===== src/common/bmfr_pkg.sv =====
// Package for the bus management initial mask and fairness register bank.
// Assumes a 32-bit APB slave port with word-aligned byte addresses.
package bmfr_pkg;
  // -----------------------------------------------------------------
  // Register offsets (byte addresses)
  // -----------------------------------------------------------------
  localparam logic [7:0]  OFS_INIT_MASK_UPPER = 8'hb4;
  localparam logic [7:0]  OFS_INIT_MASK_LOWER = 8'hb8;
  localparam logic [7:0]  OFS_FAIRNESS_LIMIT  = 8'hdc;
  localparam logic [7:0]  OFS_RESET_CONTROL   = 8'he8;
  localparam logic [7:0]  OFS_CHAN_AVAIL_UPPER = 8'hec;
  localparam logic [7:0]  OFS_CHAN_AVAIL_LOWER = 8'hf0;
  localparam logic [7:0]  OFS_PRI_REQ_STATUS  = 8'hf4;
  // -----------------------------------------------------------------
  // Reset values and fields
  // -----------------------------------------------------------------
  localparam logic [31:0] RST_INIT_MASK       = 32'hffffffff;
  localparam logic [7:0]  RST_FAIRNESS_LIMIT  = 8'h00;
  localparam int          LIMIT_MSB           = 7;
  localparam int          SOFT_RESET_BIT      = 0;
endpackage


===== src/logic/bmfr_pri_gate.sv =====
// Counts priority arbitration requests in one fairness interval.
// Assumes request and interval strobes come from logic on ref_clk.
module bmfr_pri_gate #(
  parameter int WIDTH = 8
) (
  input  wire logic             ref_clk,
  input  wire logic             resetn,
  input  wire logic [WIDTH-1:0] limit,
  input  wire logic             interval_start,
  input  wire logic             pri_req_want,
  output logic                  pri_req_grant,
  output logic [WIDTH-1:0]      pri_count
);
  // -----------------------------------------------------------------
  // Request counter
  // -----------------------------------------------------------------
  logic             allow;
  logic [WIDTH-1:0] next_count;

  // Issue only while the count is below the limit
  assign allow      = (pri_count < limit);
  assign next_count = interval_start ? '0 :
                      (pri_req_want && allow) ? pri_count + 1'b1 : pri_count;

  // [RULE7] count and stop
  always_ff @(posedge ref_clk or negedge resetn) begin
    if (!resetn) begin
      pri_count     <= '0;
      pri_req_grant <= 1'b0;
    end else begin
      pri_count     <= next_count;
      pri_req_grant <= pri_req_want && allow && !interval_start;
    end
  end

  // [RULE7] limit never exceeded
  chk_count_limit: assert property (@(posedge ref_clk) disable iff (!resetn) // [RULE7]
    pri_req_grant |-> ($past(pri_count) < $past(limit) &&
                       pri_count == $past(pri_count) + 1'b1))
    else $error("priority grant beyond limit");
  // [RULE7] interval restarts count
  chk_count_restart: assert property (@(posedge ref_clk) disable iff (!resetn) // [RULE7]
    interval_start |=> (pri_count == '0 && !pri_req_grant))
    else $error("count not restarted");
endmodule // bmfr_pri_gate


===== src/logic/bmfr_regs.sv =====
// APB register bank: initial channel masks and fairness limit.
// Assumes reset strobes are one-cycle pulses on ref_clk.
//
// Summary of operation
// [RULE1] Masks reset to all ones, bus reset keeps
// [RULE2] Resets copy upper mask into CSR
// [RULE3] Resets copy lower mask into CSR
// [RULE4] Hardware or software reset also copies
// [RULE5] Eight-bit read/write priority request limit
// [RULE6] Fairness bits 31-8 read zero
// [RULE7] Count requests, stop at limit, restart
//
// Register access over APB was chosen for this implementation.
module bmfr_regs
  import bmfr_pkg::*;
#(
  parameter int LIMIT_W = 8
) (
  input  wire logic        ref_clk,
  input  wire logic        resetn,
  input  wire logic        psel,
  input  wire logic        penable,
  input  wire logic        pwrite,
  input  wire logic [7:0]  paddr,
  input  wire logic [31:0] pwdata,
  output logic [31:0]      prdata,
  output logic             pready,
  output logic             pslverr,
  input  wire logic        host_bus_reset,
  input  wire logic        bus_1394_reset,
  input  wire logic        fairness_interval,
  input  wire logic        pri_req_want,
  output logic             pri_req_grant,
  output logic [31:0]      chan_avail_upper,
  output logic [31:0]      chan_avail_lower
);
  import bmfr_pkg::*;

  // -----------------------------------------------------------------
  // Decode
  // -----------------------------------------------------------------
  logic [31:0]        init_mask_upper;
  logic [31:0]        init_mask_lower;
  logic [LIMIT_W-1:0] async_fairness_limit;
  logic [LIMIT_W-1:0] pri_count;
  logic               soft_reset;
  logic               load_pending;
  logic               wr_en;
  logic               rd_en;
  logic               hit;
  logic               mask_reset;
  logic               copy_now;
  logic [31:0]        rd_mux;

  function automatic logic sel(input logic [7:0] a, input logic [7:0] ofs);
    return a == ofs;
  endfunction

  // Writes land only at the edge that completes the access (pready high),
  // so a software reset strobe fires once per transfer
  assign wr_en = psel && penable && pwrite && pready;
  assign rd_en = psel && penable && !pwrite;
  assign hit   = sel(paddr, OFS_INIT_MASK_UPPER) || sel(paddr, OFS_INIT_MASK_LOWER) ||
                 sel(paddr, OFS_FAIRNESS_LIMIT) || sel(paddr, OFS_RESET_CONTROL) ||
                 sel(paddr, OFS_CHAN_AVAIL_UPPER) || sel(paddr, OFS_CHAN_AVAIL_LOWER) ||
                 sel(paddr, OFS_PRI_REQ_STATUS);
  // Software reset is a write of one to the reset control bit
  assign soft_reset = wr_en && sel(paddr, OFS_RESET_CONTROL) && pwdata[SOFT_RESET_BIT];
  // [RULE1] bus reset spares masks
  assign mask_reset = soft_reset || host_bus_reset;
  // [RULE4] every reset kind copies
  // Host and software resets copy via load_pending a cycle later, so the
  // CSRs end up with the fresh masks, not the stale ones the reset is about to clear
  assign copy_now   = load_pending || bus_1394_reset;

  // [RULE6] reserved bits read zero
  assign rd_mux =
    sel(paddr, OFS_INIT_MASK_UPPER)  ? init_mask_upper :
    sel(paddr, OFS_INIT_MASK_LOWER)  ? init_mask_lower :
    sel(paddr, OFS_FAIRNESS_LIMIT)   ? {{(32-LIMIT_W){1'b0}}, async_fairness_limit} :
    sel(paddr, OFS_CHAN_AVAIL_UPPER) ? chan_avail_upper :
    sel(paddr, OFS_CHAN_AVAIL_LOWER) ? chan_avail_lower :
    sel(paddr, OFS_PRI_REQ_STATUS)   ? {{(32-LIMIT_W){1'b0}}, pri_count} : 32'h00000000;

  // -----------------------------------------------------------------
  // Initial masks and fairness limit
  // -----------------------------------------------------------------
  // [RULE1] masks reset to ones
  always_ff @(posedge ref_clk or negedge resetn) begin
    if (!resetn) begin
      init_mask_upper <= RST_INIT_MASK;
      init_mask_lower <= RST_INIT_MASK;
    end else if (mask_reset) begin
      init_mask_upper <= RST_INIT_MASK;
      init_mask_lower <= RST_INIT_MASK;
    end else if (wr_en && sel(paddr, OFS_INIT_MASK_UPPER)) begin
      init_mask_upper <= pwdata;
    end else if (wr_en && sel(paddr, OFS_INIT_MASK_LOWER)) begin
      init_mask_lower <= pwdata;
    end
  end

  // [RULE5] eight-bit limit field
  always_ff @(posedge ref_clk or negedge resetn) begin
    if (!resetn) begin
      async_fairness_limit <= RST_FAIRNESS_LIMIT;
    end else if (mask_reset) begin
      async_fairness_limit <= RST_FAIRNESS_LIMIT;
    end else if (wr_en && sel(paddr, OFS_FAIRNESS_LIMIT)) begin
      async_fairness_limit <= pwdata[LIMIT_MSB:0];
    end
  end

  // -----------------------------------------------------------------
  // Channels available CSR copy
  // -----------------------------------------------------------------
  // Copy one cycle after a mask reset, so the fresh ones are moved,
  // and straight after pin reset release
  always_ff @(posedge ref_clk or negedge resetn) begin
    if (!resetn) begin
      load_pending <= 1'b1;
    end else begin
      load_pending <= mask_reset;
    end
  end

  // [RULE2] [RULE3] copy both masks
  always_ff @(posedge ref_clk or negedge resetn) begin
    if (!resetn) begin
      chan_avail_upper <= RST_INIT_MASK;
      chan_avail_lower <= RST_INIT_MASK;
    end else if (copy_now) begin
      chan_avail_upper <= init_mask_upper;
      chan_avail_lower <= init_mask_lower;
    end
  end

  // -----------------------------------------------------------------
  // APB answer
  // -----------------------------------------------------------------
  // Outputs registered: pready rises in the first access cycle + 1
  always_ff @(posedge ref_clk or negedge resetn) begin
    if (!resetn) begin
      pready  <= 1'b0;
      pslverr <= 1'b0;
      prdata  <= 32'h00000000;
    end else begin
      pready  <= psel && penable && !pready;
      pslverr <= psel && penable && !pready && !hit;
      prdata  <= (rd_en && !pready) ? rd_mux : 32'h00000000;
    end
  end

  // -----------------------------------------------------------------
  // Priority request gate
  // -----------------------------------------------------------------
  bmfr_pri_gate #(
    .WIDTH          (LIMIT_W)
  ) u_gate (
    .ref_clk        (ref_clk),
    .resetn         (resetn),
    .limit          (async_fairness_limit),
    .interval_start (fairness_interval),
    .pri_req_want   (pri_req_want),
    .pri_req_grant  (pri_req_grant),
    .pri_count      (pri_count)
  );

  // [RULE2] bus reset copies upper
  chk_copy_upper: assert property (@(posedge ref_clk) disable iff (!resetn) // [RULE2]
    (bus_1394_reset && !mask_reset) |=> chan_avail_upper == $past(init_mask_upper))
    else $error("upper CSR not loaded");
  // [RULE3] bus reset copies lower
  chk_copy_lower: assert property (@(posedge ref_clk) disable iff (!resetn) // [RULE3]
    (bus_1394_reset && !mask_reset) |=> chan_avail_lower == $past(init_mask_lower))
    else $error("lower CSR not loaded");
  // [RULE1] bus reset keeps upper mask
  chk_mask_keep: assert property (@(posedge ref_clk) disable iff (!resetn) // [RULE1]
    (bus_1394_reset && !mask_reset && !wr_en) |=> $stable(init_mask_upper))
    else $error("bus reset changed mask");
  // [RULE4] soft reset reloads CSR
  chk_soft_copy: assert property (@(posedge ref_clk) disable iff (!resetn) // [RULE4]
    mask_reset |=> ##1 (chan_avail_upper == RST_INIT_MASK &&
                        chan_avail_lower == RST_INIT_MASK))
    else $error("soft reset copy missing");
  // [RULE6] reserved bits read zero
  chk_rsvd_zero: assert property (@(posedge ref_clk) disable iff (!resetn) // [RULE6]
    (rd_en && !pready && sel(paddr, OFS_FAIRNESS_LIMIT)) |=> prdata[31:8] == 24'h000000)
    else $error("reserved fairness bits nonzero");
  // [RULE5] limit write stored
  chk_limit_write: assert property (@(posedge ref_clk) disable iff (!resetn) // [RULE5]
    (wr_en && sel(paddr, OFS_FAIRNESS_LIMIT) && !mask_reset)
      |=> async_fairness_limit == $past(pwdata[7:0]))
    else $error("limit write lost");

  // -----------------------------------------------------------------
  // Further checks on masks, CSRs, the fairness limit and the bus answer
  // -----------------------------------------------------------------
  // [RULE1] bus reset keeps lower
  chk_keep_lower: assert property (@(posedge ref_clk) disable iff (!resetn) // [RULE1]
    (bus_1394_reset && !mask_reset && !wr_en) |=> $stable(init_mask_lower))
    else $error("bus reset changed lower mask");
  // [RULE1] resets restore ones
  chk_mask_ones: assert property (@(posedge ref_clk) disable iff (!resetn) // [RULE1]
    mask_reset |=> (init_mask_upper == RST_INIT_MASK && init_mask_lower == RST_INIT_MASK))
    else $error("mask not restored to ones");
  // [RULE2] CSR moves on copy
  chk_csr_hold: assert property (@(posedge ref_clk) disable iff (!resetn) // [RULE2]
    !copy_now |=> ($stable(chan_avail_upper) && $stable(chan_avail_lower)))
    else $error("channels CSR changed without a copy");
  // [RULE5] limit holds between writes
  chk_limit_hold: assert property (@(posedge ref_clk) disable iff (!resetn) // [RULE5]
    (!(wr_en && sel(paddr, OFS_FAIRNESS_LIMIT)) && !mask_reset)
      |=> $stable(async_fairness_limit))
    else $error("limit changed without a write");
  // Unmapped access is answered with an error
  chk_err_unmapped: assert property (@(posedge ref_clk) disable iff (!resetn)
    (psel && penable && !pready && !hit) |=> (pready && pslverr))
    else $error("unmapped access not refused");
  // One answer pulse per transfer
  chk_ready_pulse: assert property (@(posedge ref_clk) disable iff (!resetn)
    pready |=> !pready)
    else $error("pready stood longer than one cycle");
endmodule // bmfr_regs


===== config.mk =====
export PLATFORM = sky130hd
export DESIGN_NAME = bmfr_regs
export DESIGN_NICKNAME = d
export VERILOG_FILES = /design/src/common/bmfr_pkg.sv /design/src/logic/bmfr_pri_gate.sv /design/src/logic/bmfr_regs.sv
export SDC_FILE = /design/constraint.sdc
export NUM_CORES = 1
export LEC_CHECK = 0
export BUFFER_PORTS_ARGS = -buffer_cell sky130_fd_sc_hd__buf_2
export CELL_PAD_IN_SITES_DETAIL_PLACEMENT = 0
export CELL_PAD_IN_SITES_GLOBAL_PLACEMENT = 2
export CORE_MARGIN = 2
export CORE_UTILIZATION = 32
export DETAILED_ROUTE_END_ITERATION = 7
export PLACE_DENSITY = 0.75
export SYNTH_ARGS = -nofsm -noshare
export SYNTH_HDL_FRONTEND = slang
export SYNTH_SLANG_ARGS = --single-unit

===== constraint.sdc =====
create_clock -name ref_clk -period 2.1 [get_ports ref_clk]
set_input_delay 0.63 -clock ref_clk [delete_from_list [all_inputs] [get_ports ref_clk]]
set_output_delay 0.63 -clock ref_clk [all_outputs]
set_load 0.005 [all_outputs]

==> report_table.html, run 1 <==
<table>
<tr><th>Metric</th><th>Value</th></tr>
<tr><th colspan="2">Placed design</th></tr>
<tr><td>Placed instance area</td><td>0.00981 sq mm</td></tr>
<tr><td>Setup WS pre-CTS</td><td>-377 ps</td></tr>
<tr><td>Detailed-placement wirelength estimate</td><td>16800 microns</td></tr>
<tr><td>Total of buffers placed on input and output ports</td><td>approximately 150</td></tr>
<tr><td>Last weighted congestion value of the routability-driven placer</td><td>around 0.86</td></tr>
<tr><td>Dpl cells</td><td>1242</td></tr>
<tr><th colspan="2">Logic synthesis</th></tr>
<tr><td>Yosys warning count</td><td>0</td></tr>
<tr><td>Seq/Total Area, Yosys</td><td>0.575</td></tr>
<tr><td>Number of distinct library cells after synthesis</td><td>45</td></tr>
<tr><td>Top post-synthesis cells by count</td><td>sky130_fd_sc_hd__nand2_1, sky130_fd_sc_hd__dfstp_2, sky130_fd_sc_hd__mux2_2, sky130_fd_sc_hd__nand3_1, sky130_fd_sc_hd__dfrtp_1</td></tr>
<tr><td>Mapped Nets</td><td>799</td></tr>
<tr><td>Most frequent cell after synthesis</td><td>sky130_fd_sc_hd__nand2_1</td></tr>
<tr><td>Number of enable flip-flop cells after synthesis</td><td>0</td></tr>
<tr><td>Total standard cell area after synthesis</td><td>roughly 0.0081 sq mm</td></tr>
<tr><td>Biggest area consumer among synthesized cells</td><td>sky130_fd_sc_hd__dfstp_2</td></tr>
<tr><td>Gate count after technology mapping</td><td>742</td></tr>
<tr><td>Synthesized flop and latch total</td><td>180</td></tr>
<tr><td>Synth top area cells</td><td>sky130_fd_sc_hd__dfstp_2, sky130_fd_sc_hd__dfrtp_1, sky130_fd_sc_hd__mux2_2, sky130_fd_sc_hd__nand2_1, sky130_fd_sc_hd__nand3_1</td></tr>
<tr><td>Mean post-synth cell area</td><td>between 10 and 15 sq um</td></tr>
<tr><td>Yosys top cell area share</td><td>0.418</td></tr>
<tr><td>Top flip-flop cell by instance count after synthesis</td><td>sky130_fd_sc_hd__dfstp_2</td></tr>
<tr><td>Asr flop ratio synth</td><td>1.00</td></tr>
<tr><th colspan="2">Critical path</th></tr>
<tr><td>Maximum fanout along the worst path</td><td>25</td></tr>
<tr><td>Element type at the critical path end</td><td>register</td></tr>
<tr><td>CP Launch Type</td><td>input port</td></tr>
<tr><td>Crit Path Class</td><td>input port to register</td></tr>
<tr><td>Critical path arrival</td><td>~2400 ps</td></tr>
<tr><td>Critical path data required time</td><td>2480 ps</td></tr>
<tr><th colspan="2">Clocking</th></tr>
<tr><td>CTS tree</td><td>yes</td></tr>
<tr><td>CTS clock-pin slew for the worst setup and hold paths</td><td>80 ps</td></tr>
<tr><td>Root cell of the clock tree</td><td>sky130_fd_sc_hd__clkbuf_16</td></tr>
<tr><td>Number of buffers inserted by hold repair at cts</td><td>0</td></tr>
<tr><td>Number of clock sinks</td><td>180</td></tr>
<tr><td>Number of buffers added by the clock tree synthesis step</td><td>17</td></tr>
<tr><td>Clock latency on the worst-skew pair</td><td>440 ps</td></tr>
<tr><td>Maximum level of the CTS H-tree</td><td>4</td></tr>
<tr><td>Buffer levels on the longest clock path</td><td>2</td></tr>
<tr><th colspan="2">STA</th></tr>
<tr><td>Final critical-path required period</td><td>between 2000 and 2500 ps</td></tr>
<tr><td>Final worst setup slack</td><td>68.5 ps</td></tr>
<tr><td>Final period util</td><td>0.967</td></tr>
<tr><td>Final Skew</td><td>13.4 ps</td></tr>
<tr><td>Number of max-slew violations in the final report</td><td>0</td></tr>
<tr><td>Maximum frequency from static timing analysis</td><td>492 MHz</td></tr>
<tr><td>Count of endpoints failing setup in the final report</td><td>0</td></tr>
<tr><td>Post-route worst hold slack</td><td>about 88 ps</td></tr>
<tr><td>Setup repair after global routing missed its margin</td><td>true</td></tr>
<tr><td>Setup TNS</td><td>0 ps</td></tr>
<tr><td>Max transition margin</td><td>0.726</td></tr>
<tr><td>Number of endpoints with negative hold slack in the final report</td><td>0</td></tr>
<tr><td>Slew at the pin with the worst max-slew slack</td><td>412 ps</td></tr>
<tr><th colspan="2">Pwr</th></tr>
<tr><td>Total leakage power</td><td>4.44 nW</td></tr>
<tr><td>Sw Ratio</td><td>0.255</td></tr>
<tr><td>Cell internal pwr</td><td>5.49 mW</td></tr>
<tr><td>Comb power frac</td><td>0.060</td></tr>
<tr><td>Power density over cell area</td><td>roughly 700 mW/mm^2</td></tr>
<tr><td>Net switching component of the power</td><td>roughly 1.9 mW</td></tr>
<tr><td>Share of total power in the clock network</td><td>0.467</td></tr>
<tr><td>Peak ir drop on the vdd network</td><td>just over 0.4 mV</td></tr>
<tr><td>Relative contribution of sequential cells to total power</td><td>0.473</td></tr>
<tr><th colspan="2">Die</th></tr>
<tr><td>Core box area</td><td>0.0250 sq mm</td></tr>
<tr><td>Horiz. Die Dim</td><td>163 microns</td></tr>
<tr><td>Initial Util</td><td>0.324</td></tr>
<tr><td>Core Rows</td><td>58</td></tr>
<tr><td>Die area</td><td>between 0.02 and 0.03 sq mm</td></tr>
<tr><td>Die height</td><td>163 microns</td></tr>
<tr><td>I/O pins</td><td>about 150</td></tr>
<tr><th colspan="2">Status</th></tr>
<tr><td>Run status</td><td>complete, no violations</td></tr>
<tr><th colspan="2">Drt</th></tr>
<tr><td>WL/cell</td><td>between 15 and 20 microns</td></tr>
<tr><td>DR iter-0 viols</td><td>about 480</td></tr>
<tr><td>Sum of met3 wire segment lengths after detailed routing</td><td>1220 microns</td></tr>
<tr><td>Via count</td><td>around 6500</td></tr>
<tr><td>M1 wire length</td><td>around 12000 microns</td></tr>
<tr><td>Number of DRC violations after detailed routing</td><td>0</td></tr>
<tr><td>Detail-routed via count per cell</td><td>~5.1</td></tr>
<tr><td>Number of antenna-violating nets in the routed design</td><td>0</td></tr>
<tr><td>Highest metal layer with signal wires</td><td>met4</td></tr>
<tr><td>Final wirelength</td><td>25000 microns</td></tr>
<tr><td>Router iterations before antenna repair</td><td>6</td></tr>
<tr><td>Sum of met2 wire segment lengths after detailed routing</td><td>around 12000 microns</td></tr>
<tr><th colspan="2">Global routing</th></tr>
<tr><td>Total overflow reported by the global router</td><td>0</td></tr>
<tr><td>First-pass GRT wire length</td><td>38500 microns</td></tr>
<tr><td>Overall track demand over capacity in global routing</td><td>0.191</td></tr>
<tr><td>Largest net degree at the start of global routing</td><td>56</td></tr>
<tr><td>Initial antenna violation count</td><td>0</td></tr>
<tr><td>Number of global-route vias before repair</td><td>6446</td></tr>
<tr><th colspan="2">Finish</th></tr>
<tr><td>Layout Cells excl Fill</td><td>about 1300</td></tr>
<tr><td>Antenna diode count</td><td>0</td></tr>
<tr><td>Net count, final</td><td>990</td></tr>
<tr><td>Number of filler cells placed in the layout</td><td>2459</td></tr>
<tr><td>Final cell area excluding filler cells</td><td>0.0105 sq mm</td></tr>
<tr><td>Share of final-layout standard cells stronger than drive strength 1</td><td>0.487</td></tr>
<tr><td>Layout overhead on the synthesized area</td><td>29.2%</td></tr>
<tr><th colspan="2">Hold path</th></tr>
<tr><td>Path category of the worst min-delay check</td><td>input port to asynchronous set/reset pin</td></tr>
<tr><th colspan="2">Run</th></tr>
<tr><td>Number of max-capacitance violations reported</td><td>0</td></tr>
</table>
-- area by class of cell --
type                            instances  area (sq um)  area share
Multi-Input combinational cell        503          3230       0.308
Clock buffer                           17           425      0.0406
Inverter                                9          33.8     0.00322
Timing Repair Buffer                  222          1500       0.143
Sequential cell                       180          4670       0.445
Clock inverter                         15           215      0.0205
Tap cell                              330           413      0.0394
-- worst paths after layout --
check	startpoint	end	slack (ps)	cells past startpoint
max	paddr[0]	init_mask_upper[0]$_DFFE_PN1P_	70	8
min	resetn	prdata[27]$_DFF_PN0_	90	1
max reg2reg	async_fairness_limit[5]$_DFFE_PN0P_	u_gate.pri_count[7]$_DFFE_PN0P_	100	7
min reg2reg	init_mask_lower[16]$_DFFE_PN1P_	init_mask_lower[16]$_DFFE_PN1P_	490	2
max in group asynchronous	resetn	chan_avail_upper[14]$_DFFE_PN1P_	1270	2
min in group ref_clk	pwdata[26]	init_mask_lower[26]$_DFFE_PN1P_	410	3
-- metal layers --
layer	GRT usage	vias to the layer above
li1	-	3037
met1	0.277	3250
met2	0.297	174
met3	0.0343	19
met4	0.0455	0
met5	0	-
-- registers in the layout (all words and copies together) (netlist names) --
| name | cells |
|---|---|
| pslverr | 1 |
| chan_avail_lower | 32 |
| load_pending | 1 |
| chan_avail_upper | 32 |
| u_gate.pri_req_grant | 1 |
| async_fairness_limit | 8 |
| pready | 1 |
| prdata | 32 |
| init_mask_upper | 32 |
| u_gate.pri_count | 8 |
| init_mask_lower | 32 |
-- cell usage in the layout, fill, tap and decap left out, drive strengths merged, types with 5 or more instances in the layout --
cell type,n
a21oi,30
a221oi,8
a222oi,7
a22o,24
a22oi,17
a32oi,8
buf,222
clkbuf,17
clkinv,6
dfrtp,51
dfstp,129
ha,8
inv,15
mux2,67
mux2i,9
nand2,162
nand2b,5
nand3,66
nor2,32
nor2b,6
o21ai,7
o221a,8
o22ai,8
-- kinds of logic after synthesis --
family / synth area share
AOI/OAI and AO/OA: 0.114
xor gates and xnor gates: 0.00108
adders and majority gates: 0.0123
buffers and inverters: 0.0327
DFF: 0.575
muxes: 0.104
and+or+nand+nor: 0.160
-- worst max-delay path: stages --
cell and delay (ps):
sky130_fd_sc_hd__buf_2 110, sky130_fd_sc_hd__or3b_1 420, sky130_fd_sc_hd__or4_1 590, sky130_fd_sc_hd__buf_4 170
sky130_fd_sc_hd__nor2_4 130, sky130_fd_sc_hd__buf_12 200, sky130_fd_sc_hd__nand2_1 70, sky130_fd_sc_hd__nand3_1 80
-- power by group through the flow --
stage                     clock, mW  sequential, mW  combinational [mW]
after detailed placement          0            3.54               0.449
after global routing           3.68            3.49               0.482
after floorplan                   0            3.54               0.164
final                          3.44            3.49               0.444
after global placement            0            3.54               0.451
after CTS                      3.54            3.49               0.449
-- stage by stage --
stage,util,power (mW)
2_1_floorplan,-,3.71
3_3_place_gp,0.392,3.99
3_5_place_dp,0.392,3.99
4_1_cts,0.417,7.47
5_1_grt,0.418,7.65
6_report,0.418,7.37
-- repair_timing --
action / in CTS / in global routing
setup buffers: 0 / 2
endpoints found under the hold margin: 0 / 0
setup endpoints to repair: 0 / 5
resized for setup: 0 / 2
Power figures use the tool's default switching activity.
==> inputs of run 2 (changes only) <==
--- a/config.mk
+++ b/config.mk
@@ -9,9 +9,10 @@
 export CELL_PAD_IN_SITES_DETAIL_PLACEMENT = 0
 export CELL_PAD_IN_SITES_GLOBAL_PLACEMENT = 2
 export CORE_MARGIN = 2
-export CORE_UTILIZATION = 32
+export CORE_UTILIZATION = 38
 export DETAILED_ROUTE_END_ITERATION = 7
-export PLACE_DENSITY = 0.75
+export PLACE_DENSITY = 0.84
 export SYNTH_ARGS = -nofsm -noshare
 export SYNTH_HDL_FRONTEND = slang
+export SYNTH_HIERARCHICAL = 1
 export SYNTH_SLANG_ARGS = --single-unit
==> constraint.sdc (replaced) <==
create_clock -name ref_clk -period 2.4 [get_ports ref_clk]
set_input_delay 0.72 -clock ref_clk [delete_from_list [all_inputs] [get_ports ref_clk]]
set_output_delay 0.72 -clock ref_clk [all_outputs]
set_load 0.005 [all_outputs]
==> run 2 against run 1 <==
  * Flip-flop and latch count unchanged
  * Non-clock buffer count shrank 16
  * Utilization grew 6.2 points
  * Count of clock-buffer cells in the layout up 3
  * Cell count increased by 0.47%
  * Worst setup slack improved by 120 ps
  * Critical path depth decreased by 1
  * Clock skew fell by 3.8 ps
  * Combinational power fell by 4.5%
  * Register-to-register slack better by 90 ps
  * Critical path type is now register to register
  * Critical endpoint is now u_gate/pri_count[6]$_DFFE_PN0P_
  * Largest power group unchanged
==> report_table.html, run 2 <==
<table>
<tr><th>Metric</th><th>Value</th></tr>
<tr><th colspan="2">Logic synthesis</th></tr>
<tr><td>Synth top area cells</td><td>sky130_fd_sc_hd__dfstp_2, sky130_fd_sc_hd__dfrtp_1, sky130_fd_sc_hd__nand2_1, sky130_fd_sc_hd__mux2_2, sky130_fd_sc_hd__nand3_1</td></tr>
<tr><td>Asr flop ratio synth</td><td>1.00</td></tr>
<tr><td>Area fraction in and, or, nand and nor cells after synthesis</td><td>0.175</td></tr>
<tr><td>Largest family of logic cells by synthesized area</td><td>simple AND/OR/NAND/NOR gates</td></tr>
<tr><td>Most frequent cell after synthesis</td><td>sky130_fd_sc_hd__nand2_1</td></tr>
<tr><td>Number of distinct library cells after synthesis</td><td>61</td></tr>
<tr><td>Mean post-synth cell area</td><td>between 10 and 15 sq um</td></tr>
<tr><td>Adder and majority gate portion of the synthesized area</td><td>0.0118</td></tr>
<tr><td>Post-synthesis xor/xnor area fraction</td><td>0.00103</td></tr>
<tr><td>Top flip-flop cell by instance count after synthesis</td><td>sky130_fd_sc_hd__dfstp_2</td></tr>
<tr><td>Compound-cell area share of the yosys netlist</td><td>0.138</td></tr>
<tr><td>Yosys top cell area share</td><td>0.398</td></tr>
<tr><td>Yosys warning count</td><td>6</td></tr>
<tr><td>Total standard cell area after synthesis</td><td>about 0.0085 sq mm</td></tr>
<tr><td>Seq/Total Area, Yosys</td><td>0.548</td></tr>
<tr><td>Synthesized flop and latch total</td><td>180</td></tr>
<tr><td>Portion of netlist area occupied by mux cells</td><td>0.0863</td></tr>
<tr><td>Top post-synthesis cells by count</td><td>sky130_fd_sc_hd__nand2_1, sky130_fd_sc_hd__dfstp_2, sky130_fd_sc_hd__nand3_1, sky130_fd_sc_hd__o21ai_0</td></tr>
<tr><td>Number of enable flip-flop cells after synthesis</td><td>0</td></tr>
<tr><td>Gate count after technology mapping</td><td>821</td></tr>
<tr><td>Biggest area consumer among synthesized cells</td><td>sky130_fd_sc_hd__dfstp_2</td></tr>
<tr><td>Mapped Nets</td><td>878</td></tr>
<tr><th colspan="2">Pwr</th></tr>
<tr><td>Peak ir drop on the vdd network</td><td>between 0.4 and 0.5 mV</td></tr>
<tr><td>Post-layout power</td><td>6.39 mW</td></tr>
<tr><td>Power density over cell area</td><td>a little over 600 mW/mm^2</td></tr>
<tr><td>Total leakage power</td><td>4.57 nW</td></tr>
<tr><th colspan="2">Finish</th></tr>
<tr><td>Share of final-layout standard cells stronger than drive strength 1</td><td>0.441</td></tr>
<tr><td>Commonest non-fill, non-tap cell in the layout</td><td>sky130_fd_sc_hd__nand2_1</td></tr>
<tr><td>Number of filler cells placed in the layout</td><td>2101</td></tr>
<tr><td>Most frequent cells in the layout</td><td>sky130_fd_sc_hd__nand2_1, sky130_fd_sc_hd__buf_2, sky130_fd_sc_hd__dfstp_2</td></tr>
<tr><td>Area occupied by registers</td><td>0.00467 sq mm</td></tr>
<tr><td>Area of combinational cells with multiple inputs</td><td>~0.0035 sq mm</td></tr>
<tr><td>Net count, final</td><td>roughly 1000</td></tr>
<tr><td>Layout overhead on the synthesized area</td><td>23.5%</td></tr>
<tr><th colspan="2">Clocking</th></tr>
<tr><td>Number of setup buffers added after CTS</td><td>0</td></tr>
<tr><td>Number of clock sinks</td><td>180</td></tr>
<tr><td>CTS tree</td><td>yes</td></tr>
<tr><td>Clock latency on the worst-skew pair</td><td>roughly 430 ps</td></tr>
<tr><td>Maximum level of the CTS H-tree</td><td>4</td></tr>
<tr><td>CTS clock-pin slew for the worst setup and hold paths</td><td>70 ps</td></tr>
<tr><td>Number of buffers inserted by hold repair at cts</td><td>0</td></tr>
<tr><td>Resized Gates After CTS</td><td>0</td></tr>
<tr><td>Buffer levels on the longest clock path</td><td>2</td></tr>
<tr><td>Root cell of the clock tree</td><td>sky130_fd_sc_hd__clkbuf_16</td></tr>
<tr><td>Number of buffers added by the clock tree synthesis step</td><td>17</td></tr>
<tr><th colspan="2">STA</th></tr>
<tr><td>Number of max-slew violations in the final report</td><td>0</td></tr>
<tr><td>Slew at the pin with the worst max-slew slack</td><td>~600 ps</td></tr>
<tr><td>Number of endpoints with negative hold slack in the final report</td><td>0</td></tr>
<tr><td>Final Skew</td><td>9.56 ps</td></tr>
<tr><td>Setup repair after global routing missed its margin</td><td>false</td></tr>
<tr><td>Max transition margin</td><td>0.597</td></tr>
<tr><td>Final worst setup slack</td><td>approximately 190 ps</td></tr>
<tr><td>Post-route worst hold slack</td><td>237 ps</td></tr>
<tr><td>Final critical-path required period</td><td>2210 ps</td></tr>
<tr><td>Setup TNS</td><td>0 ps</td></tr>
<tr><td>Count of endpoints failing setup in the final report</td><td>0</td></tr>
<tr><td>Maximum frequency from static timing analysis</td><td>452 MHz</td></tr>
<tr><td>Final period util</td><td>0.922</td></tr>
<tr><th colspan="2">Die</th></tr>
<tr><td>Horiz. Die Dim</td><td>154 microns</td></tr>
<tr><td>Core Rows</td><td>54</td></tr>
<tr><td>Die height</td><td>154 microns</td></tr>
<tr><td>Initial Util</td><td>0.389</td></tr>
<tr><td>Core box area</td><td>0.0219 sq mm</td></tr>
<tr><td>Die area</td><td>0.0236 sq mm</td></tr>
<tr><td>I/O pins</td><td>148</td></tr>
<tr><th colspan="2">Critical path</th></tr>
<tr><td>Crit Path Class</td><td>register to register</td></tr>
<tr><td>CP Launch Type</td><td>register</td></tr>
<tr><td>Critical path data required time</td><td>2760 ps</td></tr>
<tr><td>Critical path arrival</td><td>~2600 ps</td></tr>
<tr><td>Depth of the most critical reg-to-reg path</td><td>7</td></tr>
<tr><td>Element type at the critical path end</td><td>register</td></tr>
<tr><td>Maximum fanout along the worst path</td><td>10</td></tr>
<tr><th colspan="2">Drt</th></tr>
<tr><td>Final wirelength</td><td>25000 microns</td></tr>
<tr><td>Number of DRC violations after detailed routing</td><td>0</td></tr>
<tr><td>WL/cell</td><td>19.5 microns</td></tr>
<tr><td>DR iter-0 viols</td><td>470</td></tr>
<tr><td>Via count</td><td>6804</td></tr>
<tr><td>Router iterations before antenna repair</td><td>5</td></tr>
<tr><td>Detail-routed via count per cell</td><td>5.31</td></tr>
<tr><td>Number of antenna-violating nets in the routed design</td><td>0</td></tr>
<tr><th colspan="2">Status</th></tr>
<tr><td>Run status</td><td>complete, no violations</td></tr>
<tr><th colspan="2">Placed design</th></tr>
<tr><td>Total of buffers placed on input and output ports</td><td>roughly 150</td></tr>
<tr><td>Detailed-placement wirelength estimate</td><td>17600 microns</td></tr>
<tr><td>Setup WS pre-CTS</td><td>34.9 ps</td></tr>
<tr><td>Last weighted congestion value of the routability-driven placer</td><td>0.839</td></tr>
<tr><th colspan="2">Global routing</th></tr>
<tr><td>Largest net degree at the start of global routing</td><td>58</td></tr>
<tr><td>First-pass GRT wire length</td><td>40200 microns</td></tr>
<tr><td>Total overflow reported by the global router</td><td>0</td></tr>
<tr><td>Number of global-route vias before repair</td><td>6763</td></tr>
<tr><td>Overall track demand over capacity in global routing</td><td>0.217</td></tr>
<tr><td>Initial antenna violation count</td><td>1</td></tr>
<tr><th colspan="2">Run</th></tr>
<tr><td>Number of max-capacitance violations reported</td><td>0</td></tr>
<tr><th colspan="2">Hold path</th></tr>
<tr><td>Path category of the worst min-delay check</td><td>input port to asynchronous set/reset pin</td></tr>
</table>
run 2: cell types whose count changed in the layout (fill, tap and decap cells not counted), sizes merged, moves of 11 or more:
cell    change
o21ai      +48
mux2       -16
a21o       +19
nor4       +11
o211ai     +13
buf        -16
inv        +14
a22o       -24
run 2: final timing paths:
path / start / to / slack (ps)
max: async_fairness_limit[1]$_DFFE_PN0P_ / u_gate/pri_count[6]$_DFFE_PN0P_ / 190
min: resetn / async_fairness_limit[5]$_DFFE_PN0P_ / 240
max reg2reg: async_fairness_limit[1]$_DFFE_PN0P_ / u_gate/pri_count[6]$_DFFE_PN0P_ / 190
min reg2reg: chan_avail_lower[7]$_DFFE_PN1P_ / chan_avail_lower[7]$_DFFE_PN1P_ / 490
max in group asynchronous: resetn / chan_avail_lower[29]$_DFFE_PN1P_ / 1410
min in group ref_clk: chan_avail_lower[7]$_DFFE_PN1P_ / chan_avail_lower[7]$_DFFE_PN1P_ / 490
run 2: layer usage:
metal  up-vias  part of all wire  wire [microns]  track usage
met3        26             0.037             936       0.0313
met4         0             0.015             376       0.0638
met1      3398              0.50           12400        0.327
li1       3230                 -               -            -
met5         -                 0               0            0
met2       150              0.45           11300        0.327
run 2: final cells by class:
| class | count | area share |
|---|---|---|
| inverters | 24 | 0.00857 |
| repair buffers | 206 | 0.121 |
| clock buffers | 20 | 0.0434 |
| diodes | 1 | 0.000238 |
| well taps | 280 | 0.0333 |
| flip-flops and latches | 180 | 0.444 |
| multi-input cells | 559 | 0.336 |
| clock inverters | 12 | 0.0134 |
run 2: kinds of logic (layout without fill, tap and decap cells):
family,after synthesis,after routing
other cells,0,1
fa+ha+maj,8,8
flops,180,180
mux,67,67
compound gates,174,174
simple gates,309,309
xor+xnor,1,1
buf+inv,82,262
run 2: where the power goes:
group          switching [mW]  total [mW]  leakage (nW)  internal [mW]
sequential             0.0197        3.10          2.07           3.08
combinational           0.267       0.424          2.21          0.156
clock                    1.26        2.87         0.294           1.61
run 2: worst max-delay path: stages, from the launching register on:
cell and delay, ps:
sky130_fd_sc_hd__dfrtp_1 430, sky130_fd_sc_hd__inv_1 70, sky130_fd_sc_hd__ha_1 180, sky130_fd_sc_hd__or4_4 540
sky130_fd_sc_hd__a21oi_4 170, sky130_fd_sc_hd__o311ai_4 180, sky130_fd_sc_hd__or4_1 430, sky130_fd_sc_hd__a21oi_1 140
run 2: per-stage QoR:
stage / cells / instance area, sq um / util
after floorplan: 821 / 8510 / -
final: 1282 / 10500 / 0.480
after global routing: 1282 / 10500 / 0.480
after detailed placement: 1249 / 9910 / 0.453
after global placement: 1249 / 9910 / 0.453
after CTS: 1281 / 10500 / 0.480
==> inputs of run 3 (changes only) <==
--- a/config.mk
+++ b/config.mk
@@ -11,7 +11,7 @@
 export CORE_MARGIN = 2
 export CORE_UTILIZATION = 38
 export DETAILED_ROUTE_END_ITERATION = 7
-export PLACE_DENSITY = 0.84
+export PLACE_DENSITY = 0.81
 export SYNTH_ARGS = -nofsm -noshare
 export SYNTH_HDL_FRONTEND = slang
 export SYNTH_HIERARCHICAL = 1
==> run 3 against run 2 <==
  * Cell count rose by 0.31%
  * Power rose by 1.4%
  * Register-to-register slack got worse by 20 ps
  * Hold slack got worse by 15 ps
  * First-iteration DRC count fell by 19%
  * Combinational power barely moved
  * Via count fell by 0.62%
  * Sequential share of layout area fell by 0.46 points
==> report_table.html, run 3 (synthesized netlist as in run 2, its figures left out) <==
<table>
<tr><th>Metric</th><th>Value</th></tr>
<tr><th colspan="2">Status</th></tr>
<tr><td>Run status</td><td>complete, no violations</td></tr>
<tr><th colspan="2">Global routing</th></tr>
<tr><td>Initial antenna violation count</td><td>2</td></tr>
<tr><td>Overall track demand over capacity in global routing</td><td>0.218</td></tr>
<tr><td>Total overflow reported by the global router</td><td>0</td></tr>
<tr><td>Number of global-route vias before repair</td><td>6760</td></tr>
<tr><td>First-pass GRT wire length</td><td>40000 microns</td></tr>
<tr><td>Largest net degree at the start of global routing</td><td>between 60 and 70</td></tr>
<tr><th colspan="2">Clocking</th></tr>
<tr><td>Resized Gates After CTS</td><td>0</td></tr>
<tr><td>Buffer levels on the longest clock path</td><td>2</td></tr>
<tr><td>Root cell of the clock tree</td><td>sky130_fd_sc_hd__clkbuf_16</td></tr>
<tr><td>Maximum level of the CTS H-tree</td><td>4</td></tr>
<tr><td>CTS tree</td><td>yes</td></tr>
<tr><td>Number of buffers added by the clock tree synthesis step</td><td>17</td></tr>
<tr><td>Clock latency on the worst-skew pair</td><td>about 440 ps</td></tr>
<tr><td>CTS clock-pin slew for the worst setup and hold paths</td><td>80 ps</td></tr>
<tr><td>Number of setup buffers added after CTS</td><td>0</td></tr>
<tr><td>Number of buffers inserted by hold repair at cts</td><td>0</td></tr>
<tr><td>Number of clock sinks</td><td>180</td></tr>
<tr><th colspan="2">Finish</th></tr>
<tr><td>Commonest non-fill, non-tap cell in the layout</td><td>sky130_fd_sc_hd__nand2_1</td></tr>
<tr><td>Most frequent cells in the layout</td><td>sky130_fd_sc_hd__nand2_1, sky130_fd_sc_hd__buf_2, sky130_fd_sc_hd__dfstp_2</td></tr>
<tr><td>Number of filler cells placed in the layout</td><td>2123</td></tr>
<tr><td>Net count, final</td><td>1049</td></tr>
<tr><td>Layout overhead on the synthesized area</td><td>24.8%</td></tr>
<tr><td>Area of combinational cells with multiple inputs</td><td>0.00353 sq mm</td></tr>
<tr><td>Share of final-layout standard cells stronger than drive strength 1</td><td>0.444</td></tr>
<tr><td>Area occupied by registers</td><td>0.00467 sq mm</td></tr>
<tr><th colspan="2">Placed design</th></tr>
<tr><td>Detailed-placement wirelength estimate</td><td>17500 microns</td></tr>
<tr><td>Total of buffers placed on input and output ports</td><td>147</td></tr>
<tr><td>Last weighted congestion value of the routability-driven placer</td><td>roughly 0.85</td></tr>
<tr><td>Setup WS pre-CTS</td><td>40.8 ps</td></tr>
<tr><th colspan="2">STA</th></tr>
<tr><td>Final Skew</td><td>between 10 and 15 ps</td></tr>
<tr><td>Final period util</td><td>0.931</td></tr>
<tr><td>Final worst setup slack</td><td>166 ps</td></tr>
<tr><td>Setup repair after global routing missed its margin</td><td>false</td></tr>
<tr><td>Count of endpoints failing setup in the final report</td><td>0</td></tr>
<tr><td>Final critical-path required period</td><td>2230 ps</td></tr>
<tr><td>Number of max-slew violations in the final report</td><td>0</td></tr>
<tr><td>Maximum frequency from static timing analysis</td><td>448 MHz</td></tr>
<tr><td>Setup TNS</td><td>0 ps</td></tr>
<tr><td>Slew at the pin with the worst max-slew slack</td><td>approximately 930 ps</td></tr>
<tr><td>Number of endpoints with negative hold slack in the final report</td><td>0</td></tr>
<tr><td>Max transition margin</td><td>0.373</td></tr>
<tr><th colspan="2">Drt</th></tr>
<tr><td>Number of DRC violations after detailed routing</td><td>0</td></tr>
<tr><td>Detail-routed via count per cell</td><td>5.26</td></tr>
<tr><td>Router iterations before antenna repair</td><td>5</td></tr>
<tr><td>WL/cell</td><td>a little under 20 microns</td></tr>
<tr><td>Via count</td><td>about 6800</td></tr>
<tr><td>Final wirelength</td><td>roughly 25000 microns</td></tr>
<tr><td>DR iter-0 viols</td><td>383</td></tr>
<tr><td>Number of antenna-violating nets in the routed design</td><td>0</td></tr>
<tr><th colspan="2">Critical path</th></tr>
<tr><td>CP max stage cell</td><td>sky130_fd_sc_hd__o311ai_0</td></tr>
<tr><td>Crit Path Class</td><td>register to register</td></tr>
<tr><td>Element type at the critical path end</td><td>register</td></tr>
<tr><td>WP buf/inv</td><td>1</td></tr>
<tr><td>Critical path arrival</td><td>2550 ps</td></tr>
<tr><td>Cell family with most CP delay</td><td>compound AO/OA/AOI/OAI gates</td></tr>
<tr><td>Cell-by-cell listing of the critical path</td><td>inv_1 -&gt; ha_1 -&gt; nand3_1 -&gt; o311ai_0 -&gt; mux2i_1 -&gt; nor2_1</td></tr>
<tr><td>Worst path max stage delay</td><td>810 ps</td></tr>
<tr><td>Critical path data required time</td><td>2720 ps</td></tr>
<tr><td>Maximum fanout along the worst path</td><td>3</td></tr>
<tr><td>CP Launch Type</td><td>register</td></tr>
<tr><th colspan="2">Die</th></tr>
<tr><td>Core box area</td><td>0.0219 sq mm</td></tr>
<tr><td>Initial Util</td><td>0.389</td></tr>
<tr><td>Die height</td><td>around 150 microns</td></tr>
<tr><td>Horiz. Die Dim</td><td>154 microns</td></tr>
<tr><td>Die area</td><td>about 0.024 sq mm</td></tr>
<tr><td>I/O pins</td><td>roughly 150</td></tr>
<tr><td>Core Rows</td><td>54</td></tr>
<tr><th colspan="2">Pwr</th></tr>
<tr><td>Total leakage power</td><td>4.61 nW</td></tr>
<tr><td>Power density over cell area</td><td>~610 mW/mm^2</td></tr>
<tr><td>Peak ir drop on the vdd network</td><td>between 0.4 and 0.5 mV</td></tr>
<tr><th colspan="2">Run</th></tr>
<tr><td>Number of max-capacitance violations reported</td><td>0</td></tr>
<tr><th colspan="2">Hold path</th></tr>
<tr><td>Path category of the worst min-delay check</td><td>input port to asynchronous set/reset pin</td></tr>
</table>
-- run 3: changes by cell type in the layout (fill, tap and decap cells not counted), sizes merged --
cell    delta
buf        +4
clkbuf     -2
clkinv     +1
inv        +1
-- run 3: area by class of cell --
type	instances	area share
tap	280	0.0330
multi-input combinational	559	0.333
sequential	180	0.439
clock buffer	18	0.0413
clock inverter	14	0.0178
inverter	24	0.00848
timing repair buffer	210	0.127
antenna	1	0.000236
-- run 3: path summary, 6_finish.rpt --
kind / start / end / slack (ps) / cells after the start
max reg2reg: async_fairness_limit[7]$_DFFE_PN0P_ / u_gate/pri_count[1]$_DFFE_PN0P_ / 170 / 6
max: async_fairness_limit[7]$_DFFE_PN0P_ / u_gate/pri_count[1]$_DFFE_PN0P_ / 170 / 6
min: resetn / async_fairness_limit[3]$_DFFE_PN0P_ / 220 / 1
min in group ref_clk: chan_avail_lower[1]$_DFFE_PN1P_ / chan_avail_lower[1]$_DFFE_PN1P_ / 490 / 2
max in group asynchronous: resetn / chan_avail_lower[1]$_DFFE_PN1P_ / 1440 / 2
min reg2reg: chan_avail_lower[1]$_DFFE_PN1P_ / chan_avail_lower[1]$_DFFE_PN1P_ / 490 / 2
-- run 3: routing by layer --
metal / track usage / vias to the layer above / wire [microns]
li1: - / 3248 / -
met2: 0.334 / 169 / 11700
met5: 0 / - / 0
met4: 0.0485 / 0 / 286
met3: 0.0502 / 22 / 1320
met1: 0.316 / 3323 / 12100
-- run 3: where the power goes --
part	leakage [nW]	switching, mW	internal, mW
clock network	0.305	1.34	1.62
registers	2.07	0.0192	3.08
logic	2.24	0.268	0.159
total	4.61	1.62	4.86
-- run 3: through the flow --
step                total power, mW  hold WS (ps)  utilization  std cells  area [sq um]
global route                   6.71           241        0.485       1285         10600
detailed placement             3.58           482        0.457       1253          9990
finish                         6.48           222        0.485       1286         10600
CTS                            6.55           231        0.485       1285         10600
floorplan                      3.33           424            -        821          8510
global placement               3.58           477        0.457       1253          9990
